$ cat src/include/ccel_pkg.sv
// package: register map, field positions and codes for the comparator
// channel control and event logic.
// assumes a 32-bit avalon-mm slave with byte addresses and one aligned word per register.
package ccel_pkg;

   // ----------------------------------------------------------------
   // register byte offsets
   // ----------------------------------------------------------------
   localparam logic [3:0] CCEL_ADDR_CONTROL = 4'h0;  // comparator_channel_control
   localparam logic [3:0] CCEL_ADDR_STATUS  = 4'h4;  // sticky interrupt status, write one to clear
   localparam logic [3:0] CCEL_ADDR_MASK    = 4'h8;  // interrupt mask, same layout as status

   // ----------------------------------------------------------------
   // control register field positions
   // ----------------------------------------------------------------
   localparam int CCEL_BIT_ON      = 15;  // channel_on
   localparam int CCEL_BIT_PIN     = 14;  // result_pin_drive
   localparam int CCEL_BIT_INV     = 13;  // result_invert
   localparam int CCEL_BIT_AMP     = 10;  // amplifier_power_on
   localparam int CCEL_BIT_EVT     = 9;   // sticky_event_flag
   localparam int CCEL_BIT_STAT    = 8;   // result_status, read only
   localparam int CCEL_BIT_EDGE_HI = 7;   // event_edge_select
   localparam int CCEL_BIT_EDGE_LO = 6;
   localparam int CCEL_BIT_POS     = 4;   // positive_input_select
   localparam int CCEL_BIT_NEG_HI  = 1;   // negative_input_select
   localparam int CCEL_BIT_NEG_LO  = 0;

   localparam int CCEL_CTRL_W = 16;
   localparam int CCEL_DATA_W = 32;

   // bits software may store; status and unimplemented bits are not stored
   localparam logic [CCEL_CTRL_W-1:0] CCEL_CTRL_WMASK = 16'hE6D3;
   localparam logic [CCEL_CTRL_W-1:0] CCEL_CTRL_RESET = 16'h0000;

   // status and mask layout
   localparam int CCEL_IRQ_EVENT = 0;
   localparam int CCEL_IRQ_W     = 1;
   localparam logic [CCEL_IRQ_W-1:0] CCEL_IRQ_RESET = 1'h0;

   localparam logic [CCEL_DATA_W-1:0] CCEL_ZERO_WORD = 32'h0000_0000;

   // ----------------------------------------------------------------
   // event edge select codes
   // ----------------------------------------------------------------
   typedef enum logic [1:0] {
      CCEL_EDGE_OFF  = 2'b00,
      CCEL_EDGE_RISE = 2'b01,
      CCEL_EDGE_FALL = 2'b10,
      CCEL_EDGE_ANY  = 2'b11
   } ccel_edge_t;

   // negative input pin count
   localparam int CCEL_NEG_PINS = 4;

endpackage : ccel_pkg

$ cat src/verilog/ccel_top.sv
// comparator channel control register, routing selects and edge event logic.
// assumes an avalon-mm master on core_clk and an analog comparator whose raw
// result arrives asynchronously on raw_result.
//
// The implementer's own choices: the register addresses and register access over Avalon-MM.
`timescale 1ns/1ps
// Overview of operation
// - code 11 triggers on any change
// - code 10 triggers on adjusted falling edge
// - code 01 triggers on adjusted rising edge
// - code 00 never triggers
// - positive select: reference or pin one
// - negative select picks pins one to four
// - unimplemented control bits read zero
// - unbonded selected input tied to ground
// - amplifier power independent of comparator
// - pin drive shows result on pin
// - sticky flag set, blocks further events
// - invert applies before status, pin, detector
module ccel_top #(
   parameter logic                                 POS_PIN_BONDED = 1'b1,
   parameter logic [ccel_pkg::CCEL_NEG_PINS-1:0]   NEG_PIN_BONDED = 4'hF
) (
   input  wire logic                               core_clk,
   input  wire logic                               rst,
   input  wire logic [3:0]                         address,
   input  wire logic                               read,
   input  wire logic                               write,
   input  wire logic [ccel_pkg::CCEL_DATA_W-1:0]   writedata,
   input  wire logic [3:0]                         byteenable,
   output logic [ccel_pkg::CCEL_DATA_W-1:0]        readdata,
   output logic                                    waitrequest,
   input  wire logic                               raw_result,
   output logic                                    channel_on,
   output logic                                    amplifier_power_on,
   output logic                                    positive_input_select,
   output logic [1:0]                              negative_input_select,
   output logic                                    positive_input_ground,
   output logic                                    negative_input_ground,
   output logic                                    channel_result_pin,
   output logic                                    channel_result_pin_oe_n,
   output logic                                    event_trigger,
   output logic                                    irq
);
   import ccel_pkg::*;

   // ----------------------------------------------------------------
   // storage and decode
   // ----------------------------------------------------------------
   logic [CCEL_CTRL_W-1:0] control;
   logic [CCEL_IRQ_W-1:0]  irq_status;
   logic [CCEL_IRQ_W-1:0]  irq_mask;

   wire req        = read | write;
   wire accept     = req & ~waitrequest;
   wire wr_accept  = accept & write;
   wire sel_ctrl   = (address == CCEL_ADDR_CONTROL);
   wire sel_status = (address == CCEL_ADDR_STATUS);
   wire sel_mask   = (address == CCEL_ADDR_MASK);
   wire wr_ctrl    = wr_accept & sel_ctrl;
   wire wr_status  = wr_accept & sel_status;
   wire wr_mask    = wr_accept & sel_mask;

   // byte lanes expanded to a bit mask over the low half word
   wire [CCEL_CTRL_W-1:0] lane_mask = {{8{byteenable[1]}}, {8{byteenable[0]}}};
   wire [CCEL_CTRL_W-1:0] ctrl_wmask = CCEL_CTRL_WMASK & lane_mask;

   // named fields of the control word
   wire        f_on    = control[CCEL_BIT_ON];
   wire        f_pin   = control[CCEL_BIT_PIN];
   wire        f_inv   = control[CCEL_BIT_INV];
   wire        f_amp   = control[CCEL_BIT_AMP];
   wire        f_evt   = control[CCEL_BIT_EVT];
   wire        f_pos   = control[CCEL_BIT_POS];
   wire [1:0]  f_neg   = control[CCEL_BIT_NEG_HI:CCEL_BIT_NEG_LO];
   wire [1:0]  f_edge  = control[CCEL_BIT_EDGE_HI:CCEL_BIT_EDGE_LO];

   // ----------------------------------------------------------------
   // result path and event detection
   // ----------------------------------------------------------------
   logic adj_result;
   logic res_rise;
   logic res_fall;

   ccel_result_sync u_sync (
      .core_clk   (core_clk),
      .rst        (rst),
      .raw_result (raw_result),
      .enable     (f_on),
      .invert     (f_inv),
      .adj_result (adj_result),
      .rise       (res_rise),
      .fall       (res_fall)
   );

   // edge match per select code; invert already folded into adj_result
   logic edge_hit;
   always_comb begin
      unique case (ccel_edge_t'(f_edge))
         CCEL_EDGE_OFF:  edge_hit = 1'b0;
         CCEL_EDGE_RISE: edge_hit = res_rise;
         CCEL_EDGE_FALL: edge_hit = res_fall;
         CCEL_EDGE_ANY:  edge_hit = res_rise | res_fall;
      endcase
   end

   // off channel never detects, sticky flag blocks everything
   wire event_now = edge_hit & f_on & ~f_evt;

   // ----------------------------------------------------------------
   // control register; hardware set of the sticky flag beats a write
   // ----------------------------------------------------------------
   wire [CCEL_CTRL_W-1:0] ctrl_written = (control & ~ctrl_wmask) | (writedata[CCEL_CTRL_W-1:0] & ctrl_wmask);
   wire [CCEL_CTRL_W-1:0] ctrl_base    = wr_ctrl ? ctrl_written : control;
   wire [CCEL_CTRL_W-1:0] ctrl_evt     = {{(CCEL_CTRL_W-1){1'b0}}, event_now} << CCEL_BIT_EVT;
   wire [CCEL_CTRL_W-1:0] next_control = (ctrl_base | ctrl_evt) & CCEL_CTRL_WMASK;

   always_ff @(posedge core_clk) begin
      if (rst) control <= CCEL_CTRL_RESET;
      else     control <= next_control;
   end

   // ----------------------------------------------------------------
   // interrupt status (write one clears, set wins) and mask
   // ----------------------------------------------------------------
   wire [CCEL_IRQ_W-1:0] stat_clr = (wr_status & byteenable[0]) ? writedata[CCEL_IRQ_W-1:0] : CCEL_IRQ_RESET;
   wire [CCEL_IRQ_W-1:0] next_irq_status = (irq_status & ~stat_clr) | {CCEL_IRQ_W{event_now}};

   always_ff @(posedge core_clk) begin
      if (rst) begin
         irq_status <= CCEL_IRQ_RESET;
         irq_mask   <= CCEL_IRQ_RESET;
         irq        <= 1'b0;
      end else begin
         irq_status <= next_irq_status;
         if (wr_mask & byteenable[0]) irq_mask <= writedata[CCEL_IRQ_W-1:0];
         irq        <= |(irq_status & irq_mask);
      end
   end

   // ----------------------------------------------------------------
   // avalon slave: one wait cycle, then the answer
   // ----------------------------------------------------------------
   // status bit is live, unimplemented bits read zero
   wire [CCEL_CTRL_W-1:0] ctrl_read = control | ({{(CCEL_CTRL_W-1){1'b0}}, adj_result} << CCEL_BIT_STAT);
   wire [CCEL_DATA_W-1:0] read_mux =
      sel_ctrl   ? {{(CCEL_DATA_W-CCEL_CTRL_W){1'b0}}, ctrl_read} :
      sel_status ? {{(CCEL_DATA_W-CCEL_IRQ_W){1'b0}}, irq_status} :
      sel_mask   ? {{(CCEL_DATA_W-CCEL_IRQ_W){1'b0}}, irq_mask} :
                   CCEL_ZERO_WORD;

   // waitrequest drops one cycle after a request arrives; readdata is loaded then
   always_ff @(posedge core_clk) begin
      if (rst) begin
         waitrequest <= 1'b1;
         readdata    <= CCEL_ZERO_WORD;
      end else begin
         waitrequest <= ~(req & waitrequest);
         if (read & waitrequest) readdata <= read_mux;
      end
   end

   // ----------------------------------------------------------------
   // analog side controls, all registered
   // ----------------------------------------------------------------
   // selects go to the analog mux; a missing pin grounds the input instead
   wire pos_gnd_now = ~f_pos & ~POS_PIN_BONDED;
   wire neg_gnd_now = ~NEG_PIN_BONDED[f_neg];

   always_ff @(posedge core_clk) begin
      if (rst) begin
         channel_on              <= 1'b0;
         amplifier_power_on      <= 1'b0;
         positive_input_select   <= 1'b0;
         negative_input_select   <= 2'b00;
         positive_input_ground   <= 1'b0;
         negative_input_ground   <= 1'b0;
         channel_result_pin      <= 1'b0;
         channel_result_pin_oe_n <= 1'b1;
         event_trigger           <= 1'b0;
      end else begin
         channel_on              <= f_on;
         amplifier_power_on      <= f_amp;
         positive_input_select   <= f_pos;
         negative_input_select   <= f_neg;
         positive_input_ground   <= pos_gnd_now;
         negative_input_ground   <= neg_gnd_now;
         channel_result_pin      <= f_pin & adj_result;
         channel_result_pin_oe_n <= ~f_pin;
         event_trigger           <= event_now;
      end
   end
endmodule : ccel_top

$ cat src/verilog/ccel_result_sync.sv
// synchroniser and edge finder for the raw comparator result.
// assumes the raw result is asynchronous to core_clk; enable and invert come from
// registers on core_clk.
`timescale 1ns/1ps
module ccel_result_sync (
   input  wire logic core_clk,
   input  wire logic rst,
   input  wire logic raw_result,
   input  wire logic enable,
   input  wire logic invert,
   output logic      adj_result,
   output logic      rise,
   output logic      fall
);
   import ccel_pkg::*;

   logic sync_a;
   logic sync_b;
   logic prev_result;
   logic en_d1;
   logic armed;

   // ----------------------------------------------------------------
   // two flop synchroniser; sync_a is read by sync_b only
   // ----------------------------------------------------------------
   always_ff @(posedge core_clk) begin
      if (rst) begin
         sync_a <= 1'b0;
         sync_b <= 1'b0;
      end else begin
         sync_a <= raw_result;
         sync_b <= sync_a;
      end
   end

   // polarity applied after sync, forced low while off
   always_ff @(posedge core_clk) begin
      if (rst) begin
         adj_result  <= 1'b0;
         prev_result <= 1'b0;
         en_d1       <= 1'b0;
         armed       <= 1'b0;
      end else begin
         adj_result  <= enable & (sync_b ^ invert);
         prev_result <= adj_result;
         en_d1       <= enable;
         armed       <= en_d1 & enable;
      end
   end

   // armed waits two cycles so switching on never looks like an edge
   assign rise = armed & enable & adj_result & ~prev_result;
   assign fall = armed & enable & ~adj_result & prev_result;

endmodule : ccel_result_sync

$ cat config.mk
export PLATFORM = sky130hd
export DESIGN_NAME = ccel_top
export DESIGN_NICKNAME = d
export VERILOG_FILES = /design/src/include/ccel_pkg.sv /design/src/verilog/ccel_top.sv /design/src/verilog/ccel_result_sync.sv
export SDC_FILE = /design/constraint.sdc
export NUM_CORES = 1
export LEC_CHECK = 0
export BUFFER_PORTS_ARGS = -buffer_cell sky130_fd_sc_hd__buf_2
export CORE_UTILIZATION = 30
export DETAILED_ROUTE_END_ITERATION = 6
export GPL_TIMING_DRIVEN = 0
export HOLD_SLACK_MARGIN = 0.06
export PLACE_DENSITY_LB_ADDON = 0.3
export SLEW_MARGIN = 20
export SYNTH_ARGS = -nofsm -noshare
export SYNTH_HDL_FRONTEND = slang
export SYNTH_HIERARCHICAL = 1
export SYNTH_SLANG_ARGS = --single-unit
$ cat constraint.sdc
create_clock -name core_clk -period 2.8 [get_ports core_clk]
set_clock_uncertainty 0.15 [all_clocks]
set_input_delay 0.28 -clock core_clk [delete_from_list [all_inputs] [get_ports core_clk]]
set_output_delay 0.28 -clock core_clk [all_outputs]
set_load 0.005 [all_outputs]
---- After elaboration in Yosys (flattened, before gate mapping) ----
Cells that the tools add are included.
Widths: inputs -> output; s select.
word-level totals
  logic and storage cells ................. 75
  register bits after elaboration ......... 66
  output and inout port bits .............. 44
  input bits .............................. 45
cells by class
  multiplexer cells ....................... 8
  reduce and logical (&&, ||, !) cells .... 2
  equality and inequality tests ........... 5
  $lt $le $gt $ge ......................... 1
  bitwise logic cells ..................... 39
operators by type and width
  cell                count
  $and 16x16->16      2
  $mux 16             2
  $and 1x1->1         21
  $not 16->16         1
  $or 16x10->16       1
  $or 16x16->16       1
  $or 16x9->16        1
  $not 1->1           8
  $eq 2x2->1 const B  2
  $eq 4x3->1 const B  1
  $eq 4x4->1 const B  1
  $logic_not 4->1     1
  $mux 1              4
  $pmux 1 s4          1
  $lt 2x3->1 const B  1
  $or 1x1->1          3
  $bmux 1 s2          1
  $eq 2x1->1 const B  1
  $logic_not 2->1     1
  $xor 1x1->1         1

---- Logic depth before layout (Yosys ltp) ----
  word-level depth ........................ 9
  gate-level depth with buffers ........... 5

---- Cells and area by module ----
The synthesis kept the hierarchy.
by module, submodules not included
  module            instances  cells each  sequential area each (um2)  area each (um2)
  ccel_top          1          162         660.6                       1425.1
  ccel_result_sync  1          16          120.1                       197.7

---- Least setup slack after synthesis ----
No wires, ideal clock.
  path type ............................... input-to-reg
  start ................................... input port address[3]
  end ..................................... register control[9]
  path slack .............................. 1212 ps
  data required time ...................... 2588 ps
  stages .................................. 3
  library setup time ...................... 62 ps
  data arrival time ....................... 1376 ps
  cells stage by stage .................... or4_1 -> or4b_1 -> nand3_1
between the ends
  longest elaborated chain between the ends .. 4
RTL lines
  what                  line             source
  from (decl)           ccel_top.sv:26   input wire logic [3:0] address,
  $logic_not 4->1       ccel_top.sv:57   wire sel_ctrl = (address == CCEL_ADDR_CONTROL);
  $and 1x1->1           ccel_top.sv:60   wire wr_ctrl = wr_accept & sel_ctrl;
  $mux 16               ccel_top.sv:114  wire [CCEL_CTRL_W-1:0] ctrl_base = wr_ctrl ? ctrl_written : control;
  $or 16x10->16         ccel_top.sv:116  wire [CCEL_CTRL_W-1:0] next_control = (ctrl_base | ctrl_evt) & CCEL_CTRL_WMASK;
  to (signal assigned)  ccel_top.sv:120  else control <= next_control;
  to (decl)             ccel_top.sv:50   logic [CCEL_CTRL_W-1:0] control;
No other way between the ends.
A chain may end at the register's enable or synchronous reset.

---- Worst setup path after layout ----
  start ................................... input port read
  end ..................................... register readdata[9] (netlist name)
between the ends
  longest elaborated chain between the ends .. 1
RTL lines
  what                  line             source
  from (decl)           ccel_top.sv:27   input wire logic read,
  $and 1x1->1           ccel_top.sv:159  if (read & waitrequest) readdata <= read_mux;
  to (signal assigned)  ccel_top.sv:159
  to (decl)             ccel_top.sv:31   output logic [ccel_pkg::CCEL_DATA_W-1:0] readdata,
No other way between the ends.

==> results by stage <==
Hold path:
- The worst hold path was traced through 2 stages.
- The end point of the worst hold path is waitrequest$_SDFF_PP1_.
- The path class of the lowest-slack min-delay path is in -> reg.
- The hold path startpoint is write.

Power:
- Summed over all cells, the static leakage comes to 0.9275 nW.
- Power spread over the standard cell area amounts to 483.6 nW/um^2.
- The worst IR drop on VDD is 0.0001764 V.

Synth:
- The average footprint of a synthesized cell is 9.117 um^2.
- The synthesized instance count is 178.
- For this run, asynchronously set or reset flops after synthesis account for 0%.
- Counting flops and latches in the post-synthesis netlist gives 39.
- The post-synthesis sequential area ratio is 48.11%.
- For this run, the leading register cell type out of synthesis is dfxtp_1.
- The total number of yosys warnings is 6.
- The number of different library cells used by synthesis comes to 33.
- The number of flops mapped to enable cells by yosys is 0.
- The mapped cell area is 1623 um^2.

Timing:
- Setup repair after global routing left no endpoint under its margin.
- The share of the cycle needed by the critical path after routing is 58.81%.
- The remaining max-slew budget at the tightest pin is 65.49%.
- After layout, the minimum clock period comes to 1647 ps.
- The number of endpoints failing setup at the final stage is 0.
- The number of endpoints with negative hold slack in the final report is 0.
- Static timing analysis puts the maximum clock frequency at 0.6073 GHz.
- The transition at the pin with the smallest max-transition slack is 517.6 ps.
- The final-report max-slew violation count came to 0.
- The final total negative setup slack is 0 ps.

Worst setup path:
- The startpoint of the worst-slack reg-to-reg timing path is waitrequest$_SDFF_PP1_.
- STA classifies the critical path endpoint as a flop.
- For the worst setup path, the data required time is 2870 ps.
- The reg2reg setup slack is 1290 ps.
- The data arrival at the endpoint of the critical path is 1720 ps.
- Measured in cells, the most critical reg-to-reg path has a length of 3.
- The maximum fanout encountered on the critical timing path is 10.
- The worst setup path category is in -> reg.
- The endpoint of the most critical register-to-register path is irq_mask$_SDFFE_PP0P_.
- STA classifies the critical path startpoint as a primary input.

Route:
- The count of unresolved DRC violations after routing is 0.
- The post-detailed-route via-to-cell ratio is 4.240.
- The sum of routed wire length over all layers is 3.628 mm.
- The count of TritonRoute iterations in the first routing pass is 4.
- After the first detailed-routing iteration, the DRC count stood at 60.
- The post-detailed-route count of antenna-violating nets is 0.
- After detailed routing, the average wire length per cell comes to 11.30 um.
- Detailed routing inserted a total of 1361 vias.

Floorplanning:
- Once the floorplan was initialized, standard cells occupied 31.37% of the core.
- The floorplan step set the die height to 75.55 um.
- The row count is 26.
- The die is 75.55 um wide.
- The placeable core region is 5172 um^2.
- For this design the top-level I/O count stands at 89.
- The die covers 5708 um^2.

Finish:
- The final layout net count is 295.
- From synthesis to final layout, the design area changed by 29.38%.
- The post-route netlist has 31.08% of its cells at a drive strength greater than 1.
- The antenna diode count is 0.
- The area of all placed cells without fillers is 2100 um^2.
- Summing all multi-input logic gate instances after layout gives 699.4 um^2.
- In the final layout, flip-flops and latches occupy 780.7 um^2.
- The count of fill cells added during filler insertion is 540.

GRT:
- The global-route usage over all layers is 13.56%.
- The total congestion overflow is 0.
- The maximum number of pins on one net before global-route repair is 12.
- The initial antenna violation count is 0.
- The number of global-route vias before repair came to 1195.
- The first global-routing pass estimated 5.513 mm of wire.

Clock tree:
- The maximum level of the CTS H-tree is 2.
- After clock tree synthesis, the setup repair step added 0 buffers.
- The clock insertion delay at the later pin of the skew report is 290 ps.
- The clock root buffer is clkbuf_8.
- Counting the buffers created by CTS gives 5.
- TritonCTS built the clock tree.
- The clock sink count is 39.
- The clock input transition at the sequential cells of the worst setup and hold paths is 70 ps.
- Counting along the longest clock path gives a buffer depth of 2.

Placed design:
- Summed over all nets, the half-perimeter wirelength after detailed placement is 2.668 mm.
- During placement, the flow inserted port buffers numbering 41.
- The weighted congestion reported at the end of routability-driven placement is 0.7535.
- The post-placement cell area is 1998 um^2.

Flow run:
- Max-cap violations in this run came to 0.

Run status:
- The flow ran to the end, and the final reports show no timing, DRC or antenna violations.
## layer usage
layer	global-route usage, %	up-vias	part of all wire [%]	wire length, um
met5	0	-	0	0
met4	7.202	0	1.9	70
met3	4.630	6	7.7	280
met2	22.12	46	45	1636
met1	15.73	597	45	1641
li1	-	712	-	-
## synth_stat cells (all sizes together) (3+ instances only)
cell type	number	area [um^2]
inv	4	15.01
nand4b	9	78.83
a21oi	19	95.09
clkbuf	4	15.01
nand3b	3	22.52
and2	5	31.28
nand3	11	55.05
nand2	16	60.06
dfxtp	39	780.8
nor2b	9	58.81
buf	28	195.2
o21ai	10	50.04
## cells by family after synthesis
| kind of cell | synth area share [%] |
|---|---|
| other | 0.2311 |
| DFF | 48.11 |
| muxes | 0.6168 |
| and+or+nand+nor | 24.67 |
| xor gates and xnor gates | 0.5398 |
| buffers and inverters | 13.88 |
| AOI/OAI and AO/OA | 11.95 |
## how the worst max path moves through the flow
stage,end,start,cells after the start,slack (ps)
after floorplan,control[9]$_SDFF_PP0_,address[3],3,1210
final,readdata[9]$_SDFFE_PP0P_,read,6,1150
after global placement,readdata[9]$_SDFFE_PP0P_,address[3],6,980
after detailed placement,readdata[13]$_SDFFE_PP0P_,address[3],6,990
after global routing,readdata[15]$_SDFFE_PP0P_,read,6,1030
after CTS,irq_mask$_SDFFE_PP0P_,waitrequest$_SDFF_PP1_,3,1260
## stage by stage
| stage | worst slack [ps] | hold WS (ps) | power [mW] | utilization (%) | std cells |
|---|---|---|---|---|---|
| floorplan | 1212 | 201.6 | 0.6318 | - | 200 |
| global placement | 984.2 | 259.5 | 0.6648 | 38.63 | 311 |
| detailed placement | 992.4 | 259.7 | 0.6654 | 38.63 | 311 |
| CTS | 1255 | 60.12 | 1.024 | 40.40 | 320 |
| global route | 1032 | 90.25 | 1.065 | 40.59 | 321 |
| finish | 1153 | 96.42 | 1.015 | 40.59 | 321 |
## power breakdown
| group | switching, mW | internal, mW | total [mW] |
|---|---|---|---|
| clock network | 0.185 | 0.175 | 0.360 |
| logic | 0.0507 | 0.0448 | 0.0955 |
| registers | 0.00225 | 0.558 | 0.560 |
| total | 0.238 | 0.777 | 1.02 |
## timing repair
action	CTS	global route
hold buffers	1	1
resized for setup	0	0
hold endpoints to repair	1	1
## layout make-up
type / count / share of cell area, %
multi-input cells: 125 / 33.31
well taps: 70 / 4.172
clock inverters: 1 / 0.2384
flip-flops and latches: 39 / 37.19
repair buffers: 43 / 10.73
clock buffers: 7 / 3.635
inverters: 4 / 0.7151
plain buffers: 32 / 10.01
## worst max-delay path, stage by stage
cell	delay [ps]
dlygate4sd3_1	520
buf_2	130
nand2_1	100
clkbuf_1	430
nand2_1	120
a21oi_1	130
## layout by cell type, fill, tap and decap left out, drive strengths merged, types with 9 or more instances in the layout
| cell type | instances |
|---|---|
| a21oi | 19 |
| buf | 69 |
| clkbuf | 11 |
| conb | 23 |
| dfxtp | 39 |
| nand2 | 16 |
| nand3 | 11 |
| nand4b | 9 |
| nor2b | 9 |
| o21ai | 10 |
No activity file was read; power rests on OpenSTA's default activity.
